## src/inc/tcs_params.svh

```systemverilog
// constants for the conversion scheduler and configuration registers
// Notes on behaviour
// - first config register reads at 0x03, writes at 0x09, via pointer.
// - second config register sits at 0x24; bits 6:0 reserved, read zero.
// - writing 1 to lock bit freezes lockable registers until reset.
// - rate/channel register reads at 0x04, writes at 0x0A.
// - low four rate bits pick interval, 16 s down to 31.25 ms.
// - rate codes 0xA and above mean back-to-back continuous conversions.
// - each interval start launches one conversion on every enabled channel.
// - rate register resets to 0x07, eight conversion sets per second.
// - rate bit 7 disables averaging; no averaging at three fastest rates.
// - rate bits 5:4 select round-robin, local, remote one or remote two.
// - first write byte loads pointer; next byte and reads use it.
// - remote view select bit 3 stays writable while locked.
// - standby bit 6 suspends conversions; register access stays alive.
`ifndef TCS_PARAMS_SVH
`define TCS_PARAMS_SVH
// ==========================================================================
// register addresses
`define TCS_A_CFG1_RD 8'h03
`define TCS_A_CFG1_WR 8'h09
`define TCS_A_RATE_RD 8'h04
`define TCS_A_RATE_WR 8'h0A
`define TCS_A_CFG2 8'h24
// ==========================================================================
// field positions, reset values and rate codes
`define TCS_CFG1_STBY 6
`define TCS_CFG1_RSVD 4
`define TCS_CFG1_RVIEW 3
`define TCS_CFG2_LOCK 7
`define TCS_RATE_AVGD 7
`define TCS_RATE_RSVD 6
`define TCS_RST_CFG1 8'h00
`define TCS_RST_RATE 8'h07
`define TCS_RST_PTR 8'h00
`define TCS_CODE_SLOW 4'h9
`define TCS_CODE_CONT 4'hA
`define TCS_CODE_NOAVG 4'h8
// ==========================================================================
// timing
`define TCS_CLK_NS 10
`define TCS_BASE_US 31250
`define TCS_BASE_CYC (`TCS_BASE_US * 1000 / `TCS_CLK_NS)
`endif

```

## src/inc/tcs_pkg.sv

```systemverilog
// types of the conversion scheduler
package tcs_pkg;
	typedef enum logic [2:0] {
		TCS_WAIT = 3'b001,
		TCS_CONV = 3'b010,
		TCS_STBY = 3'b100
	} tcs_state_e;

	// bit 0 local, bit 1 remote one, bit 2 remote two
	typedef struct packed {
		logic [2:0] chan_mask;
		logic avg_en;
	} tcs_conv_s;

	typedef struct packed {
		tcs_state_e state;
		logic [7:0] ptr;
		logic [7:0] cfg1;
		logic [7:0] rate;
		logic locked;
		logic [3:0] act_rate;
		logic [1:0] act_chan;
		logic [31:0] tick_cnt;
		logic [9:0] ivl_cnt;
		logic pending;
		logic [7:0] rd_data;
		logic start;
		tcs_conv_s conv;
	} tcs_regs_s;
endpackage : tcs_pkg

```

## src/hw/tcs_sched.sv

```systemverilog
// configuration registers and conversion scheduler of the monitor
`timescale 1ns/10ps
`include "tcs_params.svh"
module tcs_sched
	import tcs_pkg::*;
#(
	parameter int unsigned TICK_CYCLES = `TCS_BASE_CYC
) (
	// clock and reset
	input wire logic i_core_clk,
	input wire logic i_sys_rst,
	// byte port from the serial engine
	input wire logic i_wr_stb,
	input wire logic i_wr_first,
	input wire logic [7:0] i_wr_data,
	output logic [7:0] o_rd_data,
	// measurement front end
	input wire logic i_conv_done,
	output logic o_conv_start,
	output tcs_conv_s o_conv,
	// configuration seen by other blocks
	output logic [7:0] o_cfg1,
	output logic o_locked,
	output logic o_standby
);

// ==========================================================================
// helpers

	// ticks of the 31.25 ms base per interval
	function automatic logic [9:0] ivl_ticks(input logic [3:0] code);
		logic [9:0] t;
		t = 10'h001;
		if (code < `TCS_CODE_SLOW) begin
			t = 10'h001 << (4'(`TCS_CODE_SLOW) - code);
		end
		return t;
	endfunction : ivl_ticks

	function automatic logic [2:0] chan_mask(input logic [1:0] sel);
		logic [2:0] m;
		m = 3'h7;
		case (sel)
			2'h1: m = 3'h1;
			2'h2: m = 3'h2;
			2'h3: m = 3'h4;
			default: m = 3'h7;
		endcase
		return m;
	endfunction : chan_mask

	function automatic logic is_cont(input logic [3:0] code);
		return code >= `TCS_CODE_CONT;
	endfunction : is_cont

// ==========================================================================
// state

	tcs_regs_s st;
	tcs_regs_s next_st;
	logic stby;
	logic tick;
	logic ivl_end;

	assign stby = st.cfg1[`TCS_CFG1_STBY];
	assign tick = st.tick_cnt == 32'(TICK_CYCLES - 1);
	assign ivl_end = tick && (st.ivl_cnt + 10'h001 == ivl_ticks(st.act_rate));

	always_comb begin
		next_st = st;
		next_st.start = 1'b0;

		// base timer; held at zero in standby so wake-up starts clean
		if (stby || st.state == TCS_STBY) begin
			next_st.tick_cnt = 32'h0;
			next_st.ivl_cnt = 10'h000;
		end else if (tick) begin
			next_st.tick_cnt = 32'h0;
			next_st.ivl_cnt = st.ivl_cnt + 10'h001;
			if (ivl_end) begin
				next_st.ivl_cnt = 10'h000;
				next_st.pending = 1'b1;
			end
		end else begin
			next_st.tick_cnt = st.tick_cnt + 32'h1;
		end

		case (st.state)
			TCS_WAIT: begin
				if (stby) begin
					next_st.state = TCS_STBY;
				end else if (st.pending) begin
					next_st.state = TCS_CONV;
				end
			end
			TCS_CONV: begin
				// a running conversion always finishes before standby
				if (i_conv_done) begin
					if (stby) begin
						next_st.state = TCS_STBY;
						next_st.pending = 1'b0;
					end else if (!is_cont(st.act_rate) && !st.pending) begin
						next_st.state = TCS_WAIT;
					end
				end
			end
			TCS_STBY: begin
				if (!stby) begin
					next_st.state = TCS_WAIT;
					next_st.pending = 1'b1;
				end
			end
			default: begin
				next_st.state = TCS_WAIT;
			end
		endcase

		// launch: new settings are sampled only here
		if (!stby && ((st.state == TCS_WAIT && st.pending) ||
				(st.state == TCS_CONV && i_conv_done &&
				(is_cont(st.act_rate) || st.pending)))) begin
			next_st.start = 1'b1;
			next_st.pending = 1'b0;
			next_st.act_rate = st.rate[3:0];
			next_st.act_chan = st.rate[5:4];
			next_st.conv.chan_mask = chan_mask(st.rate[5:4]);
			next_st.conv.avg_en = !st.rate[`TCS_RATE_AVGD] &&
				(st.rate[3:0] < `TCS_CODE_NOAVG);
			next_st.tick_cnt = 32'h0;
			next_st.ivl_cnt = 10'h000;
		end

		// register writes
		if (i_wr_stb) begin
			if (i_wr_first) begin
				next_st.ptr = i_wr_data;
			end else if (st.ptr == `TCS_A_CFG1_WR) begin
				if (st.locked) begin
					next_st.cfg1[`TCS_CFG1_RVIEW] =
						i_wr_data[`TCS_CFG1_RVIEW];
				end else begin
					next_st.cfg1 = i_wr_data;
					next_st.cfg1[`TCS_CFG1_RSVD] = 1'b0;
				end
			end else if (st.ptr == `TCS_A_RATE_WR) begin
				if (!st.locked) begin
					next_st.rate = i_wr_data;
					next_st.rate[`TCS_RATE_RSVD] = 1'b0;
				end
			end else if (st.ptr == `TCS_A_CFG2) begin
				if (i_wr_data[`TCS_CFG2_LOCK]) begin
					next_st.locked = 1'b1;
				end
			end
		end

		// read data follows the pointer; unmapped addresses read zero
		if (st.ptr == `TCS_A_CFG1_RD) begin
			next_st.rd_data = st.cfg1;
		end else if (st.ptr == `TCS_A_RATE_RD) begin
			next_st.rd_data = st.rate;
		end else if (st.ptr == `TCS_A_CFG2) begin
			next_st.rd_data = {st.locked, 7'h00};
		end else begin
			next_st.rd_data = 8'h00;
		end
	end

	always_ff @(posedge i_core_clk) begin
		if (i_sys_rst) begin
			st <= '0;
			st.state <= TCS_WAIT;
			st.ptr <= `TCS_RST_PTR;
			st.cfg1 <= `TCS_RST_CFG1;
			st.rate <= `TCS_RST_RATE;
			st.act_rate <= 4'(`TCS_RST_RATE);
			st.pending <= 1'b1;
		end else begin
			st <= next_st;
		end
	end

	assign o_rd_data = st.rd_data;
	assign o_conv_start = st.start;
	assign o_conv = st.conv;
	assign o_cfg1 = st.cfg1;
	assign o_locked = st.locked;
	assign o_standby = stby;
endmodule : tcs_sched

```

## config.mk

```make
export PLATFORM = sky130hd
export DESIGN_NAME = tcs_sched
export DESIGN_NICKNAME = d
export VERILOG_FILES = /design/src/inc/tcs_pkg.sv /design/src/hw/tcs_sched.sv
export VERILOG_INCLUDE_DIRS = /design/src /design/src/inc
export SDC_FILE = /design/constraint.sdc
export NUM_CORES = 1
export LEC_CHECK = 0
export BUFFER_PORTS_ARGS = -buffer_cell sky130_fd_sc_hd__buf_2
export CAP_MARGIN = 20
export CORE_AREA = 2 2 95 97
export CTS_CLUSTER_DIAMETER = 100
export DETAILED_ROUTE_END_ITERATION = 8
export DIE_AREA = 0 0 97 99
export GPL_TIMING_DRIVEN = 0
export HOLD_SLACK_MARGIN = 0.15
export PLACE_DENSITY = 0.78
export SYNTH_ARGS = -nofsm -noshare
export SYNTH_HDL_FRONTEND = slang
export SYNTH_SLANG_ARGS = --single-unit
```

## constraint.sdc

```tcl
create_clock -name i_core_clk -period 3.14 [get_ports i_core_clk]
set_input_delay 0.785 -clock i_core_clk [delete_from_list [all_inputs] [get_ports i_core_clk]]
set_output_delay 0.785 -clock i_core_clk [all_outputs]
set_load 0.005 [all_outputs]
```

# == After elaboration in Yosys (flattened, before gate mapping) ==
# Index checks and enable logic that the tools add are counted.
# word_totals
input_bits,13
regBits,86
output_inout_bits,23
latchBits,0
mem_bits_ro,0
ram_bits,0
n_memories,0
word_cells,87
# classes
div_mod_pow,0
shift,1
n_eq_ne,17
bitwise,4
mul,0
muxes,21
addsub,3
order_cmp,3
n_reduce_logical,23
# op_table
operator,count
$add A32 B1 Y32 const B,1
$eq A32 B22 Y1 const B,1
$mux W8,3
$mux W3,6
$pmux W3 S3,2
$eq A8 B4 Y1 const B,2
$mux W11,1
$add A10 B1 Y10 const B,1
$eq A10 B10 Y1,1
$mux W10,1
$shl A1 B4 Y10 const A,1
$eq A8 B2 Y1 const B,1
$eq A8 B3 Y1 const B,1
$eq A8 B6 Y1 const B,1
$lt A4 B4 Y1 const B,2
$reduce_and A4 Y1,2
$logic_and A1 B1 Y1,7
$mux W1,6
$ne A3 B3 Y1 const B,2
$reduce_and A6 Y1,1
$mux W5,1
$reduce_and A5 Y1,1
$eq A2 B2 Y1 const B,2
$ge A4 B4 Y1 const B,1
other kinds (15),24

# == Logic depth before layout (Yosys ltp) ==
# Gate-level depths: netlist of the first run.
# logic_depth
depth_word,12
ltp_mapped,11
ltp_nobuf,9

# == Worst setup path after synthesis of the first run ==
# OpenSTA, ideal clock, no wires.
# synth_path
path_type,reg-to-reg
start,register st[59] in the netlist's numbering
end,register st[21] in the netlist's numbering
n_path_buf,1
setup_time_ns,0.137
setup_slack_ns,0.138
stages_incl_launch_ff,11
synth_period_minus_slack_ns,3.002
t_arrival_ns,2.865
required_time_ns,3.003
cell_sequence,dfxtp_1 > clkbuf_1 > inv_1 > ha_1 > or4_1 > o211ai_1 > xnor2_1 > or4b_1 > a311o_1 > o311ai_0 > o211ai_1
# synth_via
elab_chain_cells,6
word_cells_on_any_way,13
classes_between,1 x add/sub; 2 x order compare; 1 x eq/ne; 1 x shift; 2 x mux; 6 x reduce/logical
# synth_rtl
element,line_no,text
"start, declared",tcs_sched.sv:59,tcs_regs_s st;
"start signal, assigned",tcs_sched.sv:179,st <= next_st;
$sub A4 B4 Y4 / $ge A4 B4 Y1 (equally long branches),--,
$shl A1 B4 Y10 / $logic_or A1 B1 Y1 (equally long branches),"tcs_sched.sv:35, tcs_sched.sv:121",
$mux W10 / $logic_and A1 B1 Y1 (equally long branches),"tcs_sched.sv:34, tcs_sched.sv:120",
$eq A10 B10 Y1 / $logic_or A1 B1 Y1 (equally long branches),"tcs_sched.sv:67, tcs_sched.sv:119",
$logic_and A1 B1 Y1 (on tied branches),"tcs_sched.sv:67, tcs_sched.sv:119",
$mux W11 / $reduce_or A3 Y1 (equally long branches),--,
# Parallel ways exist; a longest one is shown, timed or not.
# A chain may end at the register's enable or synchronous reset.

# == Worst setup path in the final report of the first run ==
# layout_path
start,register st[60] in the netlist's numbering
end,register st[20] in the netlist's numbering
# The elaborated chain is that of the path after synthesis.

==> load_flow_metrics.sql, run 1 <==
INSERT INTO impl_metrics (metric_group, metric, value, unit) VALUES
('clock_network', 'ctsRootBufferMaster', 'sky130_fd_sc_hd__clkbuf_8', ''),
('critical_path', 'cp-end-kind', 'register', ''),
('floorplanning', 'floorplan.io_pins', '36', ''),
('yosys', 'syn_nets', '574', ''),
('sta', 'setup-tns-final', '0', 'ns'),
('critical_path', 'worst-endpoint-arrival', '3.24', 'ns'),
('grt', 'grt_pass1_vias', '3885', ''),
('placement', 'preCtsSetupSlack', '-0.215', 'ns'),
('critical_path', 'worst-r2r-setup-slack', '0.13', 'ns'),
('placement', 'dp.cells', '695', ''),
('clock_network', 'cts_sinks', '86', ''),
('critical_path', 'critPathMaxStageDelay', '0.52', 'ns'),
('yosys', 'synth_cell_types', '59', ''),
('placement', 'placedInstanceArea', '4800', 'um^2'),
('sta', 'achievable-frequency', '333', 'MHz'),
('yosys', 'post_synth_and_or_nand_nor_area_fraction', '30.7', '%'),
('floorplanning', 'dieWidth', '97', 'um'),
('yosys', 'synth-compound-area-share', '12.5', '%'),
('yosys', 'yosys_warnings', '0', ''),
('pwr', 'power_density', '477', 'nW/um^2'),
('clock_network', 'insertion_delay', '0.36', 'ns'),
('drt', 'met3_length', '395', 'um'),
('placement', 'dp_hpwl', '7.27', 'mm'),
('clock_network', 'clock_tree_from_tritoncts', 'yes', ''),
('sta', 'finalCriticalPeriod', '3.01', 'ns'),
('yosys', 'yosys_most_used_dff', 'sky130_fd_sc_hd__dfxtp_1', ''),
('flow_run', 'maxCapViolations', '0', ''),
('floorplanning', 'floorplan.die_area', '9600', 'um^2'),
('drt', 'initialDrtViolationCount', '267', ''),
('clock_network', 'clock_tree.htree_level_count', '3', ''),
('sta', 'setup_repair_after_global_routing_missed_its_margin', 'no', ''),
('yosys', 'synth_top_family_by_area', 'simple AND/OR/NAND/NOR gates', ''),
('floorplanning', 'die_y', '99', 'um'),
('critical_path', 'worst-path-buf-inv', '2', ''),
('floorplanning', 'core_area', '8550', 'um^2'),
('final_layout', 'finalNonFillerCells', '714', ''),
('critical_path', 'critPathTopFamily', 'simple AND/OR/NAND/NOR gates', ''),
('drt', 'wl_per_cell', '14.1', 'um'),
('drt', 'wirelength_met1', '4.73', 'mm'),
('sta', 'skew', '0.0112', 'ns'),
('placement', 'routability_congestion', '0.918', ''),
('run_status', 'outcome', 'complete, no violations', ''),
('yosys', 'synth_seq_area_share', '38.2', '%'),
('pwr', 'vdd_ir_drop_max', '0.380', 'mV'),
('sta', 'maxSlewHeadroom', '42.0', '%'),
('drt', 'highest-signal-layer', 'met4', ''),
('final_layout', 'areaGrowthSynthToFinish', '12.2', '%'),
('yosys', 'yosys-mux-area-fraction', '2.47', '%'),
('drt', 'post_drt_via_cell_ratio', '5.66', ''),
('yosys', 'synth-edff-count', '0', ''),
('yosys', 'synth_top_area_cell', 'sky130_fd_sc_hd__dfxtp_1', ''),
('sta', 'finalHoldViolCount', '0', ''),
('grt', 'global_route_wire_length_before_repair', '17.2', 'mm'),
('floorplanning', 'placementRows', '34', ''),
('drt', 'final_antenna_net_count', '0', ''),
('final_layout', 'area_of_all_placed_cells_without_fillers', '5050', 'um^2'),
('critical_path', 'timing.critical_path.slowest_stage_cell', 'sky130_fd_sc_hd__or4b_1', ''),
('yosys', 'postSynthRegisterBits', '86', ''),
('critical_path', 'critical-path-top-cell-by-count', 'sky130_fd_sc_hd__o211ai_1', ''),
('drt', 'first_pass_iters', '5', ''),
('yosys', 'synthCells', '554', ''),
('sta', 'final-setup-viol-count', '0', ''),
('yosys', 'synth-xor-area-share', '7.50', '%'),
('sta', 'tightest_slew', '0.868', 'ns'),
('yosys', 'synthesis.area_per_instance', '8.13', 'um^2'),
('critical_path', 'path_cells', 'inv_1 > ha_4 > or4_1 > o211ai_1 > xnor2_1 > or4b_1 > a311o_1 > o31ai_4 > buf_6 > o211ai_1', ''),
('yosys', 'async_reset_ff_share', '0', '%'),
('pwr', 'power.static_leakage', '1.95', 'nW'),
('final_layout', 'finish.net_count', '622', ''),
('clock_network', 'hold_buffers_post_cts', '0', ''),
('sta', 'finalMaxSlewViolations', '0', '');
[final cells by class]
type | instances | area [um^2] | area share (%)
clock inverters | 6 | 48.8 | 0.966
plain buffers | 41 | 243 | 4.80
repair buffers | 38 | 208 | 4.11
flip-flops and latches | 86 | 1720 | 34.1
well taps | 108 | 135 | 2.67
inverters | 17 | 63.8 | 1.26
multi-input cells | 409 | 2510 | 49.6
clock buffers | 9 | 124 | 2.45
[sequential cells by signal (all words and copies together) (netlist names)]
signal,flops
o_cfg1,7
o_conv,4
o_conv_start,1
o_locked,1
o_rd_data,8
st,65
[cell usage after synthesis (4+ instances only)]
| library cell | instances |
|---|---|
| sky130_fd_sc_hd__dfxtp_1 | 86 |
| sky130_fd_sc_hd__nor2_1 | 83 |
| sky130_fd_sc_hd__nand2_1 | 52 |
| sky130_fd_sc_hd__nand3_1 | 37 |
| sky130_fd_sc_hd__a21oi_1 | 25 |
| sky130_fd_sc_hd__xor2_1 | 22 |
| sky130_fd_sc_hd__buf_4 | 20 |
| sky130_fd_sc_hd__clkbuf_1 | 20 |
| sky130_fd_sc_hd__o21ai_0 | 18 |
| sky130_fd_sc_hd__inv_1 | 17 |
| sky130_fd_sc_hd__nand4_1 | 14 |
| sky130_fd_sc_hd__xnor2_1 | 14 |
| sky130_fd_sc_hd__nor4_1 | 12 |
| sky130_fd_sc_hd__mux2i_1 | 10 |
| sky130_fd_sc_hd__nand2b_1 | 10 |
| sky130_fd_sc_hd__and3_1 | 9 |
| sky130_fd_sc_hd__or3_1 | 8 |
| sky130_fd_sc_hd__and2_1 | 7 |
| sky130_fd_sc_hd__ha_1 | 7 |
| sky130_fd_sc_hd__a22o_1 | 5 |
| sky130_fd_sc_hd__and4_1 | 5 |
| sky130_fd_sc_hd__nor3_1 | 5 |
| sky130_fd_sc_hd__o211ai_1 | 5 |
| sky130_fd_sc_hd__a211o_1 | 4 |
| sky130_fd_sc_hd__a211oi_1 | 4 |
| sky130_fd_sc_hd__or4_1 | 4 |
[logic make-up after synthesis]
logic type	count (synthesis)
AOI/OAI and AO/OA	83
xor gates and xnor gates	37
adders and majority gates	7
buffers and inverters	59
DFF	86
muxes	11
other	1
and+or+nand+nor	270
[placed cells by master (no fill, tap or decap), drive strengths merged, types with 3 or more instances in the layout]
| master | netlist | routed |
|---|---|---|
| dfxtp | 86 | 86 |
| nor2 | 83 | 83 |
| buf | 22 | 60 |
| nand2 | 52 | 52 |
| nand3 | 37 | 37 |
| clkbuf | 20 | 28 |
| a21oi | 25 | 25 |
| xor2 | 22 | 22 |
| inv | 17 | 18 |
| o21ai | 18 | 18 |
| nand4 | 14 | 14 |
| xnor2 | 14 | 14 |
| nor4 | 13 | 13 |
| nand2b | 10 | 10 |
| mux2i | 10 | 10 |
| and3 | 9 | 9 |
| or3 | 8 | 8 |
| and2 | 7 | 7 |
| ha | 7 | 7 |
| and4 | 5 | 5 |
| nor3 | 5 | 5 |
| o211ai | 5 | 5 |
| a22o | 5 | 5 |
| or4 | 4 | 4 |
| a211o | 4 | 4 |
| a211oi | 4 | 4 |
| nor2b | 3 | 3 |
| nand4b | 3 | 3 |
| or2 | 3 | 3 |
| clkinvlp | 0 | 3 |
| nor4b | 3 | 3 |
| o311ai | 3 | 3 |
[metal layers]
layer | vias to the layer above | track usage, %
li1 | 2035 | -
met1 | 1915 | 28.3
met2 | 83 | 34.9
met3 | 11 | 4.40
met4 | 0 | 7.15
met5 | - | 0
[power by group]
group	switching (W)	leakage (nW)	internal [W]
sequential	0.0000546	0.695	0.00116
clock	0.000414	0.0779	0.000288
combinational	0.000300	1.18	0.000197
[path summary, 6_finish.rpt]
check / endpoint / startpoint / cells past startpoint
worst max-delay path: st[20] / st[60] / 10
worst min-delay path: st[24] / st[24] / 1
worst max register to register: st[20] / st[60] / 10
worst min register to register: st[24] / st[24] / 1
[what timing repair did]
item,4_1_cts,5_1_grt
resized for setup,7,13
endpoints found under the setup margin,11,11
pin swaps,4,4
setup buffers,0,4
[through the flow]
step | hold WS (ns) | util, % | total power [W]
detailed placement | 0.455 | 56.2 | 0.00173
floorplan | 0.430 | - | 0.00159
global placement | 0.439 | 56.1 | 0.00172
global route | 0.497 | 59.1 | 0.00255
finish | 0.470 | 59.1 | 0.00241
CTS | 0.476 | 58.5 | 0.00244
No activity file was read; power rests on OpenSTA's default activity.
==> inputs of run 2 (changes only) <==
--- a/config.mk
+++ b/config.mk
@@ -6,15 +6,15 @@
 export SDC_FILE = /design/constraint.sdc
 export NUM_CORES = 1
 export LEC_CHECK = 0
-export BUFFER_PORTS_ARGS = -buffer_cell sky130_fd_sc_hd__buf_2
 export CAP_MARGIN = 20
-export CORE_AREA = 2 2 95 97
+export CORE_AREA = 2 2 92 94
 export CTS_CLUSTER_DIAMETER = 100
 export DETAILED_ROUTE_END_ITERATION = 8
-export DIE_AREA = 0 0 97 99
+export DIE_AREA = 0 0 94 96
+export DONT_BUFFER_PORTS = 1
 export GPL_TIMING_DRIVEN = 0
 export HOLD_SLACK_MARGIN = 0.15
-export PLACE_DENSITY = 0.78
+export PLACE_DENSITY = 0.83
 export SYNTH_ARGS = -nofsm -noshare
 export SYNTH_HDL_FRONTEND = slang
 export SYNTH_SLANG_ARGS = --single-unit
==> load_flow_metrics.sql, run 2 (synthesis gave the netlist of run 1 again) <==
INSERT INTO impl_metrics (metric_group, metric, value, unit) VALUES
('drt', 'drc_errors', '0', ''),
('critical_path', 'cp-start-kind', 'register', ''),
('final_layout', 'multiInputGateArea', '2530', 'um^2'),
('placement', 'numPortBuffers', '0', ''),
('clock_network', 'clock_tree.htree_level_count', '3', ''),
('final_layout', 'leading_cell_types_in_the_layout_fill_and_taps_excluded', 'sky130_fd_sc_hd__dfxtp_1, sky130_fd_sc_hd__nor2_1, sky130_fd_sc_hd__nand2_1, sky130_fd_sc_hd__nand3_1', ''),
('sta', 'final-setup-viol-count', '0', ''),
('worst_hold_path', 'worst_hold_path.endpoint', 'st[24]', ''),
('final_layout', 'area_of_all_placed_cells_without_fillers', '4950', 'um^2'),
('placement', 'preCtsSetupSlack', '-0.216', 'ns'),
('floorplanning', 'dieWidth', '94', 'um'),
('sta', 'fin_crit_sh', '98.9', '%'),
('critical_path', 'timing.reg2reg.worst_path_depth', '10', ''),
('pwr', 'power_density', '499', 'nW/um^2'),
('sta', 'setup-tns-final', '0', 'ns'),
('worst_hold_path', 'holdPathStages', '1', ''),
('clock_network', 'ctsRootBufferMaster', 'sky130_fd_sc_hd__clkbuf_8', ''),
('final_layout', 'layout.area.seq', '1720', 'um^2'),
('final_layout', 'post-route-util', '61.4', '%'),
('placement', 'dp_hpwl', '7.29', 'mm'),
('clock_network', 'cts_buffer_depth', '2', ''),
('pwr', 'total_power_draw', '0.00247', 'W'),
('sta', 'setup_slack', '0.0351', 'ns'),
('grt', 'number_of_antenna_violations_at_the_first_check_in_global_routing', '0', ''),
('sta', 'setup_repair_after_global_routing_missed_its_margin', 'yes', ''),
('sta', 'finalCriticalPeriod', '3.10', 'ns'),
('grt', 'grt_pass1_vias', '3765', ''),
('drt', 'drt_wl_total', '10.3', 'mm'),
('worst_hold_path', 'worstHoldStart', 'st[24]', ''),
('critical_path', 'crit_path_max_fanout', '10', ''),
('run_status', 'outcome', 'complete, no violations', ''),
('clock_network', 'cts.clk_slew.worst_paths', '0.10', 'ns'),
('grt', 'grt_start_max_net_pins', '19', ''),
('floorplanning', 'placementRows', '33', ''),
('final_layout', 'drive_gt1_share', '11.5', '%'),
('drt', 'detailroute.via_count', '4014', ''),
('floorplanning', 'floorplan.io_pins', '36', ''),
('grt', 'global_route_wire_length_before_repair', '16.6', 'mm'),
('drt', 'post_drt_via_cell_ratio', '5.89', ''),
('placement', 'placedInstanceArea', '4630', 'um^2'),
('critical_path', 'worst-r2r-setup-slack', '0.04', 'ns'),
('flow_run', 'maxCapViolations', '0', ''),
('clock_network', 'cts-buffers-inserted', '9', ''),
('drt', 'final_antenna_net_count', '0', ''),
('sta', 'finalMaxSlewViolations', '0', ''),
('critical_path', 'crit-reg2reg-capture', 'st[20]', ''),
('final_layout', 'max_flop_register', 'st', ''),
('drt', 'wl_per_cell', '15.1', 'um'),
('critical_path', 'worst-endpoint-arrival', '3.35', 'ns'),
('pwr', 'vdd_ir_drop_max', '0.454', 'mV'),
('clock_network', 'insertion_delay', '0.38', 'ns'),
('sta', 'finalHoldViolCount', '0', ''),
('clock_network', 'hold_buffers_post_cts', '0', ''),
('sta', 'tightest_slew', '0.926', 'ns'),
('worst_hold_path', 'hp-class', 'register to register', ''),
('critical_path', 'path_cells', 'clkbuf_8 > inv_2 > ha_4 > or4_1 > o211ai_1 > xnor2_1 > or4b_1 > a311o_1 > o31ai_4 > o211ai_1', ''),
('final_layout', 'n_antenna_cell', '0', ''),
('grt', 'grt_remaining_overflow', '0', ''),
('critical_path', 'critical-path-top-cell-by-count', 'sky130_fd_sc_hd__o211ai_1', ''),
('sta', 'skew', '0.0121', 'ns'),
('final_layout', 'num-fill-cells', '726', ''),
('critical_path', 'worst_ep_required_time', '3.38', 'ns'),
('critical_path', 'timing.setup.critical_path_class', 'register to register', ''),
('final_layout', 'layout.cells.most_common', 'sky130_fd_sc_hd__dfxtp_1', ''),
('final_layout', 'areaGrowthSynthToFinish', '9.89', '%'),
('clock_network', 'cts_sinks', '86', ''),
('floorplanning', 'die_y', '96', 'um'),
('final_layout', 'number_of_flip_flops_under_the_largest_register_name', '65', ''),
('placement', 'routability_congestion', '0.886', ''),
('critical_path', 'critPathMaxStageDelay', '0.55', 'ns'),
('sta', 'achievable-frequency', '322', 'MHz'),
('drt', 'first_pass_iters', '5', ''),
('floorplanning', 'floorplan.die_area', '9020', 'um^2'),
('floorplanning', 'start_util', '55.9', '%'),
('drt', 'initialDrtViolationCount', '230', ''),
('critical_path', 'timing.rr.start', 'st[59]', ''),
('final_layout', 'finish.net_count', '591', ''),
('clock_network', 'clock_tree_from_tritoncts', 'yes', ''),
('floorplanning', 'core_area', '8050', 'um^2'),
('critical_path', 'timing.critical_path.slowest_stage_cell', 'sky130_fd_sc_hd__or4b_1', ''),
('critical_path', 'cp-end-kind', 'register', ''),
('grt', 'track_usage', '22.9', '%'),
('sta', 'maxSlewHeadroom', '38.1', '%'),
('pwr', 'power.static_leakage', '1.82', 'nW');
-- run 2: cell types whose count changed in the layout (fill, tap and decap cells not counted), sizes merged --
cell      previous run  this run
buf                 60        27
clkbuf              28        30
clkinv               2         3
clkinvlp             3         1
inv                 18        20
-- run 2: timing repair --
action                                  4_1_cts  5_1_grt
endpoints found under the setup margin       11       11
setup buffers                                 5        0
pin swaps                                     6        6
gates resized for setup                       9       10
-- run 2: power by group --
| group | switching (W) | total (W) | internal, W |
|---|---|---|---|
| sequential | 0.0000604 | 0.00122 | 0.00116 |
| clock | 0.000466 | 0.000781 | 0.000315 |
| combinational | 0.000297 | 0.000470 | 0.000174 |
-- run 2: metrics by stage --
stage	cells	hold slack (ns)
floorplan	554	0.430
global placement	659	0.445
detailed placement	659	0.459
CTS	680	0.476
global route	681	0.502
finish	681	0.474
-- run 2: cell type report --
class	count	area share [%]
clock inverters	7	1.62
repair buffers	7	0.961
well taps	105	2.66
inverters	17	1.29
plain buffers	41	4.88
flip-flops and latches	86	34.9
clock buffers	9	2.50
multi-input cells	409	51.2
-- run 2: per-layer routing --
| metal | wire [um] | vias up | global-route usage [%] | share of wire (%) |
|---|---|---|---|---|
| met5 | 0 | - | 0 | 0 |
| met4 | 180 | 0 | 9.54 | 1.8 |
| met3 | 402 | 22 | 5.25 | 3.9 |
| met2 | 5110 | 95 | 39.2 | 50 |
| met1 | 4560 | 1924 | 27.9 | 44 |
| li1 | - | 1973 | - | - |
-- run 2: worst max-delay path, delay by kind of cell, from the launching register on --
kind	cells	cell delay, ns
flops	1	0.35
fa+ha+maj	1	0.18
compound gates	4	1.10
simple gates	2	1.01
buf+inv	2	0.21
xor+xnor	1	0.13
-- run 2: how the worst max path moves through the flow --
stage,cells after the start,start,slack (ns),end
finish,10,st[59],0.04,st[20]
CTS,9,st[60],0.003,st[20]
floorplan,10,st[59],0.14,st[21]
global route,14,st[59],-0.03,st[22]
global placement,11,st[59],-0.15,st[21]
detailed placement,11,st[59],-0.22,st[21]
